<file path="src/sprp_pkg.sv">
// Constants, register map and state codes for the scratchpad RAM port
`default_nettype none

package sprp_pkg;

	////////////////////////////////////////////////////////////////////////
	// Bus widths
	localparam int SPRP_AW          = 8;
	localparam int SPRP_DW          = 32;
	localparam int SPRP_TAG_W       = 24;
	localparam int SPRP_PA_W        = 22;
	localparam int SPRP_IIDX_W      = 18;
	localparam int SPRP_DIDX_W      = 16;

	////////////////////////////////////////////////////////////////////////
	// Register byte offsets
	localparam logic [7:0] SPRP_OFF_CTRL   = 8'h00;
	localparam logic [7:0] SPRP_OFF_IINDEX = 8'h04;
	localparam logic [7:0] SPRP_OFF_PADDR  = 8'h08;
	localparam logic [7:0] SPRP_OFF_WDATA  = 8'h0C;
	localparam logic [7:0] SPRP_OFF_TAG_LOW_REGISTER  = 8'h10;
	localparam logic [7:0] SPRP_OFF_STATUS = 8'h14;
	localparam logic [7:0] SPRP_OFF_RWORD  = 8'h18;
	localparam logic [7:0] SPRP_OFF_DINDEX = 8'h1C;
	localparam logic [7:0] SPRP_OFF_RTAG   = 8'h20;

	////////////////////////////////////////////////////////////////////////
	// Field positions
	localparam int SPRP_CTRL_IREAD   = 0;
	localparam int SPRP_CTRL_ITAGWR  = 1;
	localparam int SPRP_CTRL_IDATAWR = 2;
	localparam int SPRP_CTRL_LOADTAG = 3;
	localparam int SPRP_CTRL_DREAD   = 4;
	localparam int SPRP_ST_BUSY      = 0;
	localparam int SPRP_ST_IHIT      = 1;
	localparam int SPRP_ST_DHIT      = 2;
	localparam int SPRP_ST_IATT      = 3;
	localparam int SPRP_ST_DATT      = 4;
	localparam int SPRP_ST_DONE      = 5;
	localparam int SPRP_ST_REFUSED   = 6;
	localparam int SPRP_ST_WAITLO    = 8;
	localparam int SPRP_PADDR_UNC    = 0;
	localparam int SPRP_PADDR_PALO   = 10;
	localparam int SPRP_IINDEX_LO    = 2;
	localparam int SPRP_DINDEX_LO    = 4;

	////////////////////////////////////////////////////////////////////////
	// Reset values and counter width
	localparam logic [31:0] SPRP_RST_WORD = 32'h0000_0000;
	localparam int          SPRP_WCNT_W   = 8;

	////////////////////////////////////////////////////////////////////////
	// Port sequencer states, one-hot
	typedef enum logic [4:0] {
		SPRP_S_IDLE    = 5'b00001,
		SPRP_S_IREAD   = 5'b00010,
		SPRP_S_ITAGWR  = 5'b00100,
		SPRP_S_IDATAWR = 5'b01000,
		SPRP_S_DREAD   = 5'b10000
	} sprp_state_e;

	// Address decode used by the slave for write enable, error and read data zeroing
	function automatic logic sprp_mapped(input logic [7:0] a);
		sprp_mapped = (a[1:0] == 2'h0) && (a <= SPRP_OFF_RTAG);
	endfunction

endpackage

`default_nettype wire

</file>
<file path="src/sprp_bus_fmt.sv">
// Formats the shared write/compare bus and the data-side compare bus
`default_nettype none

module sprp_bus_fmt
	import sprp_pkg::*;
(
	input  wire sprp_state_e                state,
	input  wire logic [SPRP_PA_W-1:0]       pa,
	input  wire logic                       uncacheable,
	input  wire logic [SPRP_TAG_W-1:0]      tag_low,
	input  wire logic [SPRP_DW-1:0]         wdata,
	output logic      [SPRP_DW-1:0]         next_iside_bus,
	output logic      [SPRP_TAG_W-1:0]      next_dside_cmp
);

	////////////////////////////////////////////////////////////////////////
	// Shared bus contents chosen by the operation about to start
	always_comb begin
		unique case (state)
			SPRP_S_IDATAWR: next_iside_bus = wdata;
			SPRP_S_ITAGWR:  next_iside_bus = {8'h00, tag_low};
			default:        next_iside_bus = {8'h00, pa, uncacheable, 1'b0};
		endcase
	end

	////////////////////////////////////////////////////////////////////////
	// data-side compare word
	always_comb begin
		next_dside_cmp = {pa, 2'b00};
	end

endmodule

`default_nettype wire

</file>
<file path="src/sprp_apb_slave.sv">
// APB slave front end: registered ready, read data and error
`default_nettype none

module sprp_apb_slave
	import sprp_pkg::*;
(
	input  wire logic                   mclk,
	input  wire logic                   resetn,
	input  wire logic                   psel,
	input  wire logic                   penable,
	input  wire logic                   pwrite,
	input  wire logic [SPRP_AW-1:0]     paddr,
	input  wire logic [SPRP_DW-1:0]     rd_word,
	output logic                        pready,
	output logic                        pslverr,
	output logic      [SPRP_DW-1:0]     prdata,
	output logic                        wr_en
);

	logic access;

	// First access cycle waits one beat so pready, pslverr and prdata are flops; wr_en stays combinational
	assign access = psel & penable & ~pready;
	// Write lands at the completing edge only
	assign wr_en  = psel & penable & pready & pwrite & sprp_mapped(paddr);

	////////////////////////////////////////////////////////////////////////
	// One wait state on every transfer
	always_ff @(posedge mclk or negedge resetn) begin
		if (!resetn) begin
			pready  <= 1'b0;
			pslverr <= 1'b0;
		end else begin
			pready  <= access;
			pslverr <= access & ~sprp_mapped(paddr);
		end
	end

	////////////////////////////////////////////////////////////////////////
	// Read data sampled in the wait beat; unmapped reads give zero
	always_ff @(posedge mclk or negedge resetn) begin
		if (!resetn) begin
			prdata <= SPRP_RST_WORD;
		end else if (access) begin
			prdata <= (pwrite || !sprp_mapped(paddr)) ? SPRP_RST_WORD : rd_word;
		end
	end

endmodule

`default_nettype wire

</file>
<file path="src/sprp_port.sv">
// Core-side scratchpad RAM port sequencer with APB register file
// Functional notes
// - The array raises wait while a read is unfinished, and the core holds the read until it drops.
// - The core drives one word index, bits 19 to 2, for all instruction-side accesses.
// - One instruction-side read strobe reads tag and data together and qualifies hit and wait.
// - The core pulses the instruction-side tag write strobe to load a new tag.
// - On a data write the shared bus carries the 32-bit word to store.
// - On a tag write the shared bus carries zero byte, PA 31 to 10, lock and valid from tag low.
// - For comparison the shared bus carries zero byte, PA 31 to 10, uncacheable and a zero.
// - The uncacheable flag is high exactly when the physical address is uncacheable.
// - The core pulses the data write strobe to store the shared bus value.
// - The returned 24-bit tag is loaded into tag low on a cache-management operation.
// - The data side has its own tag read strobe that qualifies hit, wait and returned tag.
// - The data-side compare bus is PA 31 to 10 followed by two zero bits.
// - Array responses are used unregistered so an access can finish in one cycle.
//
// Our own choices: the placing of the registers and the APB slave port.
`default_nettype none

module sprp_port
	import sprp_pkg::*;
(
	input  wire logic                       mclk,
	input  wire logic                       resetn,
	// APB register bus
	input  wire logic                       psel,
	input  wire logic                       penable,
	input  wire logic                       pwrite,
	input  wire logic [SPRP_AW-1:0]         paddr,
	input  wire logic [SPRP_DW-1:0]         pwdata,
	output logic      [SPRP_DW-1:0]         prdata,
	output logic                            pready,
	output logic                            pslverr,
	// Instruction-side scratchpad
	output logic      [19:2]                iside_scratch_index,
	output logic                            iside_scratch_read_strobe,
	output logic                            iside_scratch_tag_write_strobe,
	output logic                            iside_scratch_data_write_strobe,
	output logic      [SPRP_DW-1:0]         iside_scratch_write_compare_bus,
	input  wire logic [SPRP_DW-1:0]         iside_scratch_read_word,
	input  wire logic [SPRP_TAG_W-1:0]      iside_scratch_read_tag,
	input  wire logic                       iside_scratch_hit,
	input  wire logic                       iside_scratch_wait,
	input  wire logic                       iside_scratch_attached,
	// Data-side scratchpad tag path
	output logic      [19:4]                dside_scratch_tag_index,
	output logic                            dside_scratch_tag_read_strobe,
	output logic      [SPRP_TAG_W-1:0]      dside_scratch_compare_bus,
	input  wire logic [SPRP_TAG_W-1:0]      dside_scratch_read_tag,
	input  wire logic                       dside_scratch_hit,
	input  wire logic                       dside_scratch_wait,
	input  wire logic                       dside_scratch_attached
);

	////////////////////////////////////////////////////////////////////////
	// Declarations

	sprp_state_e                state;
	sprp_state_e                next_state;
	logic                       wr_en;
	logic [SPRP_DW-1:0]         rd_word;
	logic [SPRP_PA_W-1:0]       pa;
	logic                       uncacheable;
	logic [SPRP_TAG_W-1:0]      tag_low;
	logic [SPRP_DW-1:0]         wdata;
	logic [SPRP_DW-1:0]         read_word;
	logic [SPRP_TAG_W-1:0]      read_tag;
	logic                       ihit;
	logic                       dhit;
	logic                       done;
	logic                       refused;
	logic                       load_tag;
	logic                       iattached;
	logic                       dattached;
	logic                       straps_taken;
	logic [SPRP_WCNT_W-1:0]     wait_count;
	logic [SPRP_DW-1:0]         next_iside_bus;
	logic [SPRP_TAG_W-1:0]      next_dside_cmp;
	logic                       ctrl_wr;
	logic                       idle;
	logic                       start;
	logic                       cmd_refused;
	logic                       iread_done;
	logic                       dread_done;

	assign idle    = (state == SPRP_S_IDLE);
	assign ctrl_wr = wr_en && (paddr == SPRP_OFF_CTRL);

	////////////////////////////////////////////////////////////////////////
	// Bus slave and bus formatting

	sprp_apb_slave u_apb (
		.mclk    (mclk),
		.resetn  (resetn),
		.psel    (psel),
		.penable (penable),
		.pwrite  (pwrite),
		.paddr   (paddr),
		.rd_word (rd_word),
		.pready  (pready),
		.pslverr (pslverr),
		.prdata  (prdata),
		.wr_en   (wr_en)
	);

	sprp_bus_fmt u_fmt (
		.state          (next_state),
		.pa             (pa),
		.uncacheable    (uncacheable),
		.tag_low        (tag_low),
		.wdata          (wdata),
		.next_iside_bus (next_iside_bus),
		.next_dside_cmp (next_dside_cmp)
	);

	////////////////////////////////////////////////////////////////////////
	// Attached straps, caught once after reset release

	always_ff @(posedge mclk or negedge resetn) begin
		if (!resetn) begin
			iattached    <= 1'b0;
			dattached    <= 1'b0;
			straps_taken <= 1'b0;
		end else if (!straps_taken) begin
			iattached    <= iside_scratch_attached;
			dattached    <= dside_scratch_attached;
			straps_taken <= 1'b1;
		end
	end

	////////////////////////////////////////////////////////////////////////
	// Command decode and sequencing

	// completion looks straight at the array's wait input
	assign iread_done = (state == SPRP_S_IREAD) && !iside_scratch_wait;
	assign dread_done = (state == SPRP_S_DREAD) && !dside_scratch_wait;

	// Command to an unfitted port is dropped and flagged
	always_comb begin
		start       = 1'b0;
		cmd_refused = 1'b0;
		next_state  = state;
		unique case (state)
			SPRP_S_IDLE: begin
				if (ctrl_wr) begin
					if (pwdata[SPRP_CTRL_IREAD] || pwdata[SPRP_CTRL_ITAGWR]
						|| pwdata[SPRP_CTRL_IDATAWR]) begin
						cmd_refused = !iattached;
						start       = iattached;
					end else if (pwdata[SPRP_CTRL_DREAD]) begin
						cmd_refused = !dattached;
						start       = dattached;
					end
					if (start) begin
						if (pwdata[SPRP_CTRL_IREAD]) begin
							next_state = SPRP_S_IREAD;
						end else if (pwdata[SPRP_CTRL_ITAGWR]) begin
							next_state = SPRP_S_ITAGWR;
						end else if (pwdata[SPRP_CTRL_IDATAWR]) begin
							next_state = SPRP_S_IDATAWR;
						end else begin
							next_state = SPRP_S_DREAD;
						end
					end
				end
			end
			// read stays open until wait drops
			SPRP_S_IREAD: begin
				if (iread_done) begin
					next_state = SPRP_S_IDLE;
				end
			end
			// data-side read closes on its own wait
			SPRP_S_DREAD: begin
				if (dread_done) begin
					next_state = SPRP_S_IDLE;
				end
			end
			// Writes are single-beat, no wait honoured
			SPRP_S_ITAGWR,
			SPRP_S_IDATAWR: begin
				next_state = SPRP_S_IDLE;
			end
			default: begin
				next_state = SPRP_S_IDLE;
			end
		endcase
	end

	// Sequencer state
	always_ff @(posedge mclk or negedge resetn) begin
		if (!resetn) begin
			state <= SPRP_S_IDLE;
		end else begin
			state <= next_state;
		end
	end

	////////////////////////////////////////////////////////////////////////
	// Strobes and shared buses

	always_ff @(posedge mclk or negedge resetn) begin
		if (!resetn) begin
			iside_scratch_read_strobe       <= 1'b0;
			iside_scratch_tag_write_strobe  <= 1'b0;
			iside_scratch_data_write_strobe <= 1'b0;
			dside_scratch_tag_read_strobe   <= 1'b0;
		end else begin
			iside_scratch_read_strobe       <= (next_state == SPRP_S_IREAD);
			iside_scratch_tag_write_strobe  <= (next_state == SPRP_S_ITAGWR);
			iside_scratch_data_write_strobe <= (next_state == SPRP_S_IDATAWR);
			dside_scratch_tag_read_strobe   <= (next_state == SPRP_S_DREAD);
		end
	end

	// bus values only change from idle, so held across a stall
	always_ff @(posedge mclk or negedge resetn) begin
		if (!resetn) begin
			iside_scratch_write_compare_bus <= SPRP_RST_WORD;
			dside_scratch_compare_bus       <= SPRP_RST_WORD[SPRP_TAG_W-1:0];
		end else if (idle) begin
			iside_scratch_write_compare_bus <= next_iside_bus;
			dside_scratch_compare_bus       <= next_dside_cmp;
		end
	end

	////////////////////////////////////////////////////////////////////////
	// Software registers, writable only while idle

	// index held steady by the idle guard
	always_ff @(posedge mclk or negedge resetn) begin
		if (!resetn) begin
			iside_scratch_index     <= SPRP_RST_WORD[19:2];
			dside_scratch_tag_index <= SPRP_RST_WORD[19:4];
			pa                      <= SPRP_RST_WORD[SPRP_PA_W-1:0];
			uncacheable             <= 1'b0;
			wdata                   <= SPRP_RST_WORD;
		end else if (wr_en && idle) begin
			unique case (paddr)
				SPRP_OFF_IINDEX: iside_scratch_index     <= pwdata[19:2];
				SPRP_OFF_DINDEX: dside_scratch_tag_index <= pwdata[19:4];
				SPRP_OFF_WDATA:  wdata                   <= pwdata;
				// software states cacheability with the address
				SPRP_OFF_PADDR: begin
					pa          <= pwdata[31:SPRP_PADDR_PALO];
					uncacheable <= pwdata[SPRP_PADDR_UNC];
				end
				default: begin
				end
			endcase
		end
	end

	// Load-tag option latched with the read command
	always_ff @(posedge mclk or negedge resetn) begin
		if (!resetn) begin
			load_tag <= 1'b0;
		end else if (start) begin
			load_tag <= pwdata[SPRP_CTRL_LOADTAG];
		end
	end

	// tag low from software or from a completed tag read
	always_ff @(posedge mclk or negedge resetn) begin
		if (!resetn) begin
			tag_low <= SPRP_RST_WORD[SPRP_TAG_W-1:0];
		end else if (iread_done && load_tag) begin
			tag_low <= iside_scratch_read_tag;
		end else if (dread_done && load_tag) begin
			tag_low <= dside_scratch_read_tag;
		end else if (wr_en && idle && (paddr == SPRP_OFF_TAG_LOW_REGISTER)) begin
			tag_low <= pwdata[SPRP_TAG_W-1:0];
		end
	end

	////////////////////////////////////////////////////////////////////////
	// Read results

	// capture word, tag and hit at instruction-side completion; tag and hit only at data-side completion
	always_ff @(posedge mclk or negedge resetn) begin
		if (!resetn) begin
			read_word <= SPRP_RST_WORD;
			read_tag  <= SPRP_RST_WORD[SPRP_TAG_W-1:0];
			ihit      <= 1'b0;
			dhit      <= 1'b0;
		end else if (iread_done) begin
			read_word <= iside_scratch_read_word;
			read_tag  <= iside_scratch_read_tag;
			ihit      <= iside_scratch_hit;
		end else if (dread_done) begin
			read_tag  <= dside_scratch_read_tag;
			dhit      <= dside_scratch_hit;
		end
	end

	// Stall beats of the last command, zero after a write, saturating; helps size the array timing
	always_ff @(posedge mclk or negedge resetn) begin
		if (!resetn) begin
			wait_count <= '0;
		end else if (start) begin
			wait_count <= '0;
		end else if (((state == SPRP_S_IREAD) && iside_scratch_wait)
			|| ((state == SPRP_S_DREAD) && dside_scratch_wait)) begin
			if (wait_count != {SPRP_WCNT_W{1'b1}}) begin
				wait_count <= wait_count + 1'b1;
			end
		end
	end

	// Sticky flags; a completion in the clearing cycle wins
	always_ff @(posedge mclk or negedge resetn) begin
		if (!resetn) begin
			done    <= 1'b0;
			refused <= 1'b0;
		end else begin
			done    <= (done && !ctrl_wr) || (state != SPRP_S_IDLE && next_state == SPRP_S_IDLE);
			refused <= (refused && !ctrl_wr) || cmd_refused;
		end
	end

	////////////////////////////////////////////////////////////////////////
	// Register read mux

	always_comb begin
		rd_word = SPRP_RST_WORD;
		unique case (paddr)
			SPRP_OFF_IINDEX: rd_word[19:2]               = iside_scratch_index;
			SPRP_OFF_DINDEX: rd_word[19:4]               = dside_scratch_tag_index;
			SPRP_OFF_WDATA:  rd_word                     = wdata;
			SPRP_OFF_TAG_LOW_REGISTER:  rd_word[SPRP_TAG_W-1:0]     = tag_low;
			SPRP_OFF_RWORD:  rd_word                     = read_word;
			SPRP_OFF_RTAG:   rd_word[SPRP_TAG_W-1:0]     = read_tag;
			SPRP_OFF_PADDR: begin
				rd_word[31:SPRP_PADDR_PALO] = pa;
				rd_word[SPRP_PADDR_UNC]     = uncacheable;
			end
			SPRP_OFF_STATUS: begin
				rd_word[SPRP_ST_BUSY]    = !idle;
				rd_word[SPRP_ST_IHIT]    = ihit;
				rd_word[SPRP_ST_DHIT]    = dhit;
				rd_word[SPRP_ST_IATT]    = iattached;
				rd_word[SPRP_ST_DATT]    = dattached;
				rd_word[SPRP_ST_DONE]    = done;
				rd_word[SPRP_ST_REFUSED] = refused;
				rd_word[SPRP_ST_WAITLO +: SPRP_WCNT_W] = wait_count;
			end
			default: begin
			end
		endcase
	end

endmodule

`default_nettype wire

</file>
<file path="config.mk">
export PLATFORM = sky130hd
export DESIGN_NAME = sprp_port
export DESIGN_NICKNAME = d
export VERILOG_FILES = /design/src/sprp_pkg.sv /design/src/sprp_bus_fmt.sv /design/src/sprp_apb_slave.sv /design/src/sprp_port.sv
export SDC_FILE = /design/constraint.sdc
export NUM_CORES = 1
export LEC_CHECK = 0
export BUFFER_PORTS_ARGS = -buffer_cell sky130_fd_sc_hd__buf_2
export CAP_MARGIN = 0
export CORE_AREA = 5 5 191 193
export CTS_BUF_LIST = sky130_fd_sc_hd__clkbuf_8
export DETAILED_ROUTE_END_ITERATION = 8
export DIE_AREA = 0 0 196 198
export PLACE_DENSITY = 0.76
export SYNTH_ARGS = -nofsm -noshare
export SYNTH_HDL_FRONTEND = slang
export SYNTH_HIERARCHICAL = 1
export SYNTH_SLANG_ARGS = --single-unit
</file>
<file path="constraint.sdc">
create_clock -name mclk -period 3.8 [get_ports mclk]
set_input_delay 0.38 -clock mclk [delete_from_list [all_inputs] [get_ports mclk]]
set_output_delay 0.38 -clock mclk [all_outputs]
set_load 0.02 [all_outputs]
</file>
; After elaboration in Yosys (flattened, before gate mapping)
; Cells that the tools add are included.
[op_classes]
n_addsub = 1
mul = 0
n_div = 0
n_lt_le_gt_ge = 1
eq_ne = 18
shifts = 0
n_mux = 38
bitwise = 9
n_reduce_logical = 38
[op_table]
columns = cell, n
row1 = $mux W24, 5
row2 = $pmux W32 S2, 1
row3 = $pmux W6 S8, 1
row4 = $mux W5, 7
row5 = $eq A8 B5 Y1 const B, 4
row6 = $mux W32, 1
row7 = $pmux W4 S7, 1
row8 = $mux W8, 3
row9 = $pmux W8 S3, 1
row10 = $pmux W3 S7, 1
row11 = $pmux W4 S5, 1
row12 = $eq A8 B4 Y1 const B, 2
row13 = $pmux W5 S3, 1
row14 = $pmux W2 S7, 1
row15 = $logic_and A1 B1 Y1, 13
row16 = $pmux W1 S6, 2
row17 = $pmux W2 S6, 1
row18 = $reduce_and A2 Y1, 6
row19 = $eq A5 B1 Y1 const B, 2
row20 = $eq A5 B2 Y1 const B, 2
row21 = $eq A5 B5 Y1 const B, 2
row22 = $mux W1, 10
row23 = $add A8 B1 Y8 const B, 1
row24 = $eq A8 B3 Y1 const B, 1
row25 = other kinds (15), 35
[totals]
register_bits = 282
latchBits = 0
ram_bits = 0
romBits = 0
inputBits = 131
out_inout_bits = 128
word_cells = 132
mem_count = 0

; Depth between registers and ports, before layout
[logic_depth]
ltp_word = 13
mapped_depth = 14
mapped_depth_nobuf = 11

; Hierarchy
; The synthesis kept the hierarchy.
[modules_own_cells]
columns = module, n_inst, cells_per_inst, area_per_inst_um2, seq_area_each_um2
row1 = sprp_port, 1, 1117, 12225.5, 6257.3
row2 = sprp_apb_slave, 1, 148, 1520.2, 850.8
row3 = sprp_bus_fmt, 1, 152, 1283.7, 0.0

; Least setup slack after synthesis
; Ideal clock, no wire load.
[synth_timing]
kind = register to register
start = register state[0]
end = register iside_scratch_write_compare_bus[1]
setup_ps = 65
arrival_ps = 2828
t_required_ps = 3735
setup_slack_ps = 906
stages_incl_launch_ff = 15
path_buffers = 5
period_less_slack_ps = 2894
cell_sequence = dfstp_2 clkbuf_1 nor2b_1 and2_1 clkbuf_1 clkbuf_1 o21ai_0 o21ai_0 or3_4 buf_6 buf_12 nor2_4 a221oi_2 nand2_1 nand2_1
[synth_via]
elab_chain_cells = 6
word_cells_on_any_way = 13
cone_classes = 5 x eq/ne / 6 x mux / 2 x reduce/logical
[synth_lines]
columns = item, line_no
row1 = start: declaration, sprp_port.sv:58  ; sprp_state_e state;
row2 = start signal: assignment, sprp_port.sv:195  ; state <= next_state;
row3 = $eq A5 B5 Y1 or $eq A5 B2 Y1 (tied branches), "sprp_port.sv:136, sprp_port.sv:143, sprp_port.sv:135"
row4 = $logic_and A1 B1 Y1 (on tied branches), "sprp_port.sv:136, sprp_port.sv:135"
row5 = $mux W5 (on tied branches), "sprp_port.sv:175, sprp_port.sv:169"
row6 = $pmux W5 S3 (*), sprp_port.sv:143  ; unique case (state)
row7 = net next_state[4], sprp_port.sv:59  ; sprp_state_e next_state;
row8 = $eq A5 B3 Y1 or $eq A5 B4 Y1 (tied branches), sprp_bus_fmt.sv:19  ; unique case (state)
row9 = $pmux W32 S2 (*), sprp_bus_fmt.sv:19
row10 = net next_iside_bus[1], sprp_port.sv:77  ; logic [SPRP_DW-1:0] next_iside_bus;
row11 = end signal: assignment, sprp_port.sv:222  ; iside_scratch_write_compare_bus <= next_iside_bus;
row12 = end: declaration, sprp_port.sv:39  ; output logic [SPRP_DW-1:0] iside_scratch_write_compare_bus,
; Mark *: on every way through the listed nets, which the timed path passes. The rest lies on a longest branch.
; A chain may end at the register's enable or synchronous reset.

; Worst setup path in the final report
[layout_timing]
start = register u_apb.pready
end = register iside_scratch_write_compare_bus[5]
[layout_via]
elab_chain_cells = 8
word_cells_on_any_way = 9
cone_classes = 2 x eq/ne / 3 x mux / 3 x bitwise / 1 x reduce/logical
[layout_lines]
columns = item, line_no
row1 = start: declaration, sprp_apb_slave.sv:14  ; output logic pready,
row2 = start signal: assignment, sprp_apb_slave.sv:34  ; pready <= access;
row3 = $and A1 B1 Y1 (*) (3 in a row), sprp_apb_slave.sv:25  ; assign wr_en = psel & penable & pready & pwrite & sprp_mapped(paddr);
row4 = net wr_en, sprp_port.sv:60  ; logic wr_en;
row5 = $logic_and A1 B1 Y1 (*), sprp_port.sv:87  ; assign ctrl_wr = wr_en && (paddr == SPRP_OFF_CTRL);
row6 = $mux W5 (*), sprp_port.sv:145  ; if (ctrl_wr) begin
row7 = $pmux W5 S3 (*), sprp_port.sv:143
row8 = net next_state[3], sprp_port.sv:59
row9 = $eq A5 B3 Y1 or $eq A5 B4 Y1 (tied branches), sprp_bus_fmt.sv:19
row10 = $pmux W32 S2 (*), sprp_bus_fmt.sv:19
row11 = net next_iside_bus[5], sprp_port.sv:77
; Marks and branches as above.

==> impl_results.md <==
- Fin util: 52.6%
- Rel. slew slack: 23.9%
- Residual DRC count: 0
- First-pass GRT wire length: 79.9 mm
- Post-synth ARST share: 100%
- Clk_lat worst skew: 0.64 ns
- RSZ-0062 raised after global routing: false
- Initial DRC Count: 1289
- Setup violators final: 0
- Slowest cell on the critical path: a211oi_2
- Outcome: finished, final reports clean
- Post-synth EDFFs: 0
- Setup WS post-layout: 0.436 ns
- Number of max-cap violations: 0
- Max Freq: 297 MHz
- Met2 Track Usage GR: 43.8%
- Synth top area cells: dfrtp_1 47%, mux2_2 7.6%, nand2_1 6.7%
- Max Clock Skew: 0.0398 ns
- Hold Path Class: input port to flop
- H-tree depth: 2
- Cell taking the most area after synthesis: dfrtp_1
- DP Area: 16500 sq um
- Setup Fix Bufs, Post-CTS: 0
- Non-Filler Instances: 2178
- # nets final: 1813
- Element type at the critical path start: flop
- PwrDens: 358 nW/um^2
- Top-count cell post-synth: dfrtp_1
- Netlist cell types: 80
- Worst-case clock buffer depth: 3
- CP delay by family, top: simple AND/OR/NAND/NOR gates
- Post-DP HPWL: 38.5 mm
- Static leakage: 9.47 nW
- Synth Flop Type: dfrtp_1
- # rows: 68
- Root Driver: clkbuf_8
- CP max stage delay: 0.55 ns
- CP cell instances: nand4_1 -> nor2_1 -> nand3_1 -> a211oi_2 -> and3_1 -> nand2_1 -> a31oi_1 -> a221oi_2 -> nand2_1 -> nand2_1
- Mapped cell area: 15000 sq um
- Min cycle time layout: 3.36 ns
- Vias post-DR: 13023
- Post-Syn Instances: 1417
- Synth warnings: 6
- WL per Instance: 24.6 um
- Synth top area share: 47.1%
- Routed WL: 53.6 mm
- Clk sink count: 284
- Area growth, synth to finish: 20.4%
- Initial antenna violation count: 6
- Crit path top cell by count: nand2_1
- Die footprint: 38800 sq um
- Largest net degree at the start of global routing: 108
- Met3 usage: 5.92%
- Worst path bufs/invs: 0
- Max VDD drop: 0.266 mV
- Core area: 34400 sq um
- Final Cell Area: 18100 sq um
- Io pins: 259
- Crit. End Element: flop
- Crit share post-route: 88.5%
- Starting Density: 43.7%
- Cts repair resizes: 0
- DIE WIDTH: 196 um
- Antenna Nets Post-Route: 0
- GP Congestion: 0.951
- Power consumption: 6.48 mW
- GR Util met1: 34.4%
- Required time worst endpoint: 4.31 ns
- Avg Synthesized Cell Area: 10.6 sq um
- Yosys reg bits: 284
- 1st-pass router iterations: 6
- Final hold vios: 0
- Fraction of layout cells with a size suffix above 1: 36.0%
- Post-DR vias/cell: 5.98
- Grt peak-use layer: met2
- # port buffers: 258
- Seq/Total Area, Yosys: 47.3%
- Place WS: 0.0880 ns
- Worst hold slack: 0.0305 ns
- Number of CTS-inserted buffers: 50
- Max-slew violation count: 0
- Vias in the first global route: 12756
- Top cells by count, synth: 283 x dfrtp_1, 269 x nand2_1, 101 x mux2_2
- CTS tree: done
- Grt total ovfl: 0
- Worst-Margin Slew: 1.14 ns
- Setup TNS: 0 ns
- Critical path class: flop to flop
- Arrival time of the worst setup path: 3.87 ns
- Clock transition at path regs: 0.06 ns
- Die Span Y: 198 um
- GRT Resource Usage Total: 27.0%
- Placed insts: 2038
- CP Max Fanout: 23
[cell type report]
type                            instances  area [sq um]
Antenna cell                            2          5.00
Clock buffer                           66           908
Clock inverter                         26           196
Fill cell                            3032         16300
Inverter                                4          15.0
Multi-Input combinational cell        996          7160
Sequential cell                       284          7110
Tap cell                              455           569
Timing Repair Buffer                  345          2130
[repair_timing]
item / CTS / global route
endpoints found under the setup margin: 0 / 0
hold endpoints to repair: 154 / 0
hold buffers: 46 / 0
[path summary, 6_finish.rpt]
kind	from	end	slack (ns)	cells past startpoint
min reg2reg	dside_scratch_compare_bus[15]$_DFFE_PN0P_	dside_scratch_compare_bus[15]$_DFFE_PN0P_	0.47	2
min in group asynchronous	resetn	dside_scratch_compare_bus[16]$_DFFE_PN0P_	0.40	2
max in group asynchronous	resetn	read_word[15]$_DFFE_PN0P_	2.47	3
max	u_apb/pready$_DFF_PN0_	iside_scratch_write_compare_bus[5]$_DFFE_PN0P_	0.44	10
min	dside_scratch_hit	dhit$_DFFE_PN0P_	0.03	2
max reg2reg	u_apb/pready$_DFF_PN0_	iside_scratch_write_compare_bus[5]$_DFFE_PN0P_	0.44	10
[power breakdown]
| group | internal, mW | switching [mW] |
|---|---|---|
| logic | 0.123 | 0.214 |
| registers | 3.03 | 0.00578 |
| clock network | 1.76 | 1.35 |
| total | 4.91 | 1.57 |
[registers in the layout, summed over array words and instances, names as in the netlist, 5 cells and up]
name / cells
u_apb/prdata: 32
dside_scratch_compare_bus: 24
iside_scratch_index: 18
read_tag: 24
wait_count: 8
pa: 22
wdata: 32
read_word: 32
dside_scratch_tag_index: 16
tag_low: 24
state: 5
iside_scratch_write_compare_bus: 32
[logic make-up after synthesis]
family                   share of synthesized area, %
XOR/XNOR                                       0.0583
other                                          0.0500
AND/OR/NAND/NOR                                  17.9
adder cells (fa/ha/maj)                        0.0832
flip-flops                                       47.3
multiplexers                                     11.7
AO/OA/AOI/OAI                                    17.7
buffers and inverters                            5.21
[cells in the final DEF, fill, tap and decap left out, types with 27 or more instances in the layout]
cell             n
a211oi_1        28
dlygate4sd3_1   46
a22oi_1         32
clkbuf_8        66
a22o_1          31
and3_1          40
nor2_1          81
buf_2          257
dfrtp_1        283
o21ai_0         27
o21ai_2         30
a21o_1          27
buf_4           36
mux2_2         101
nand2_1        268
[per-layer routing]
layer,part of all wire (%),vias up,routed length [um]
met2,47,776,25100
met1,38,6425,20600
li1,-,5628,-
met4,5.3,10,2850
met5,0.13,-,69
met3,9.3,184,5000
No activity file was read; power rests on OpenSTA's default activity.
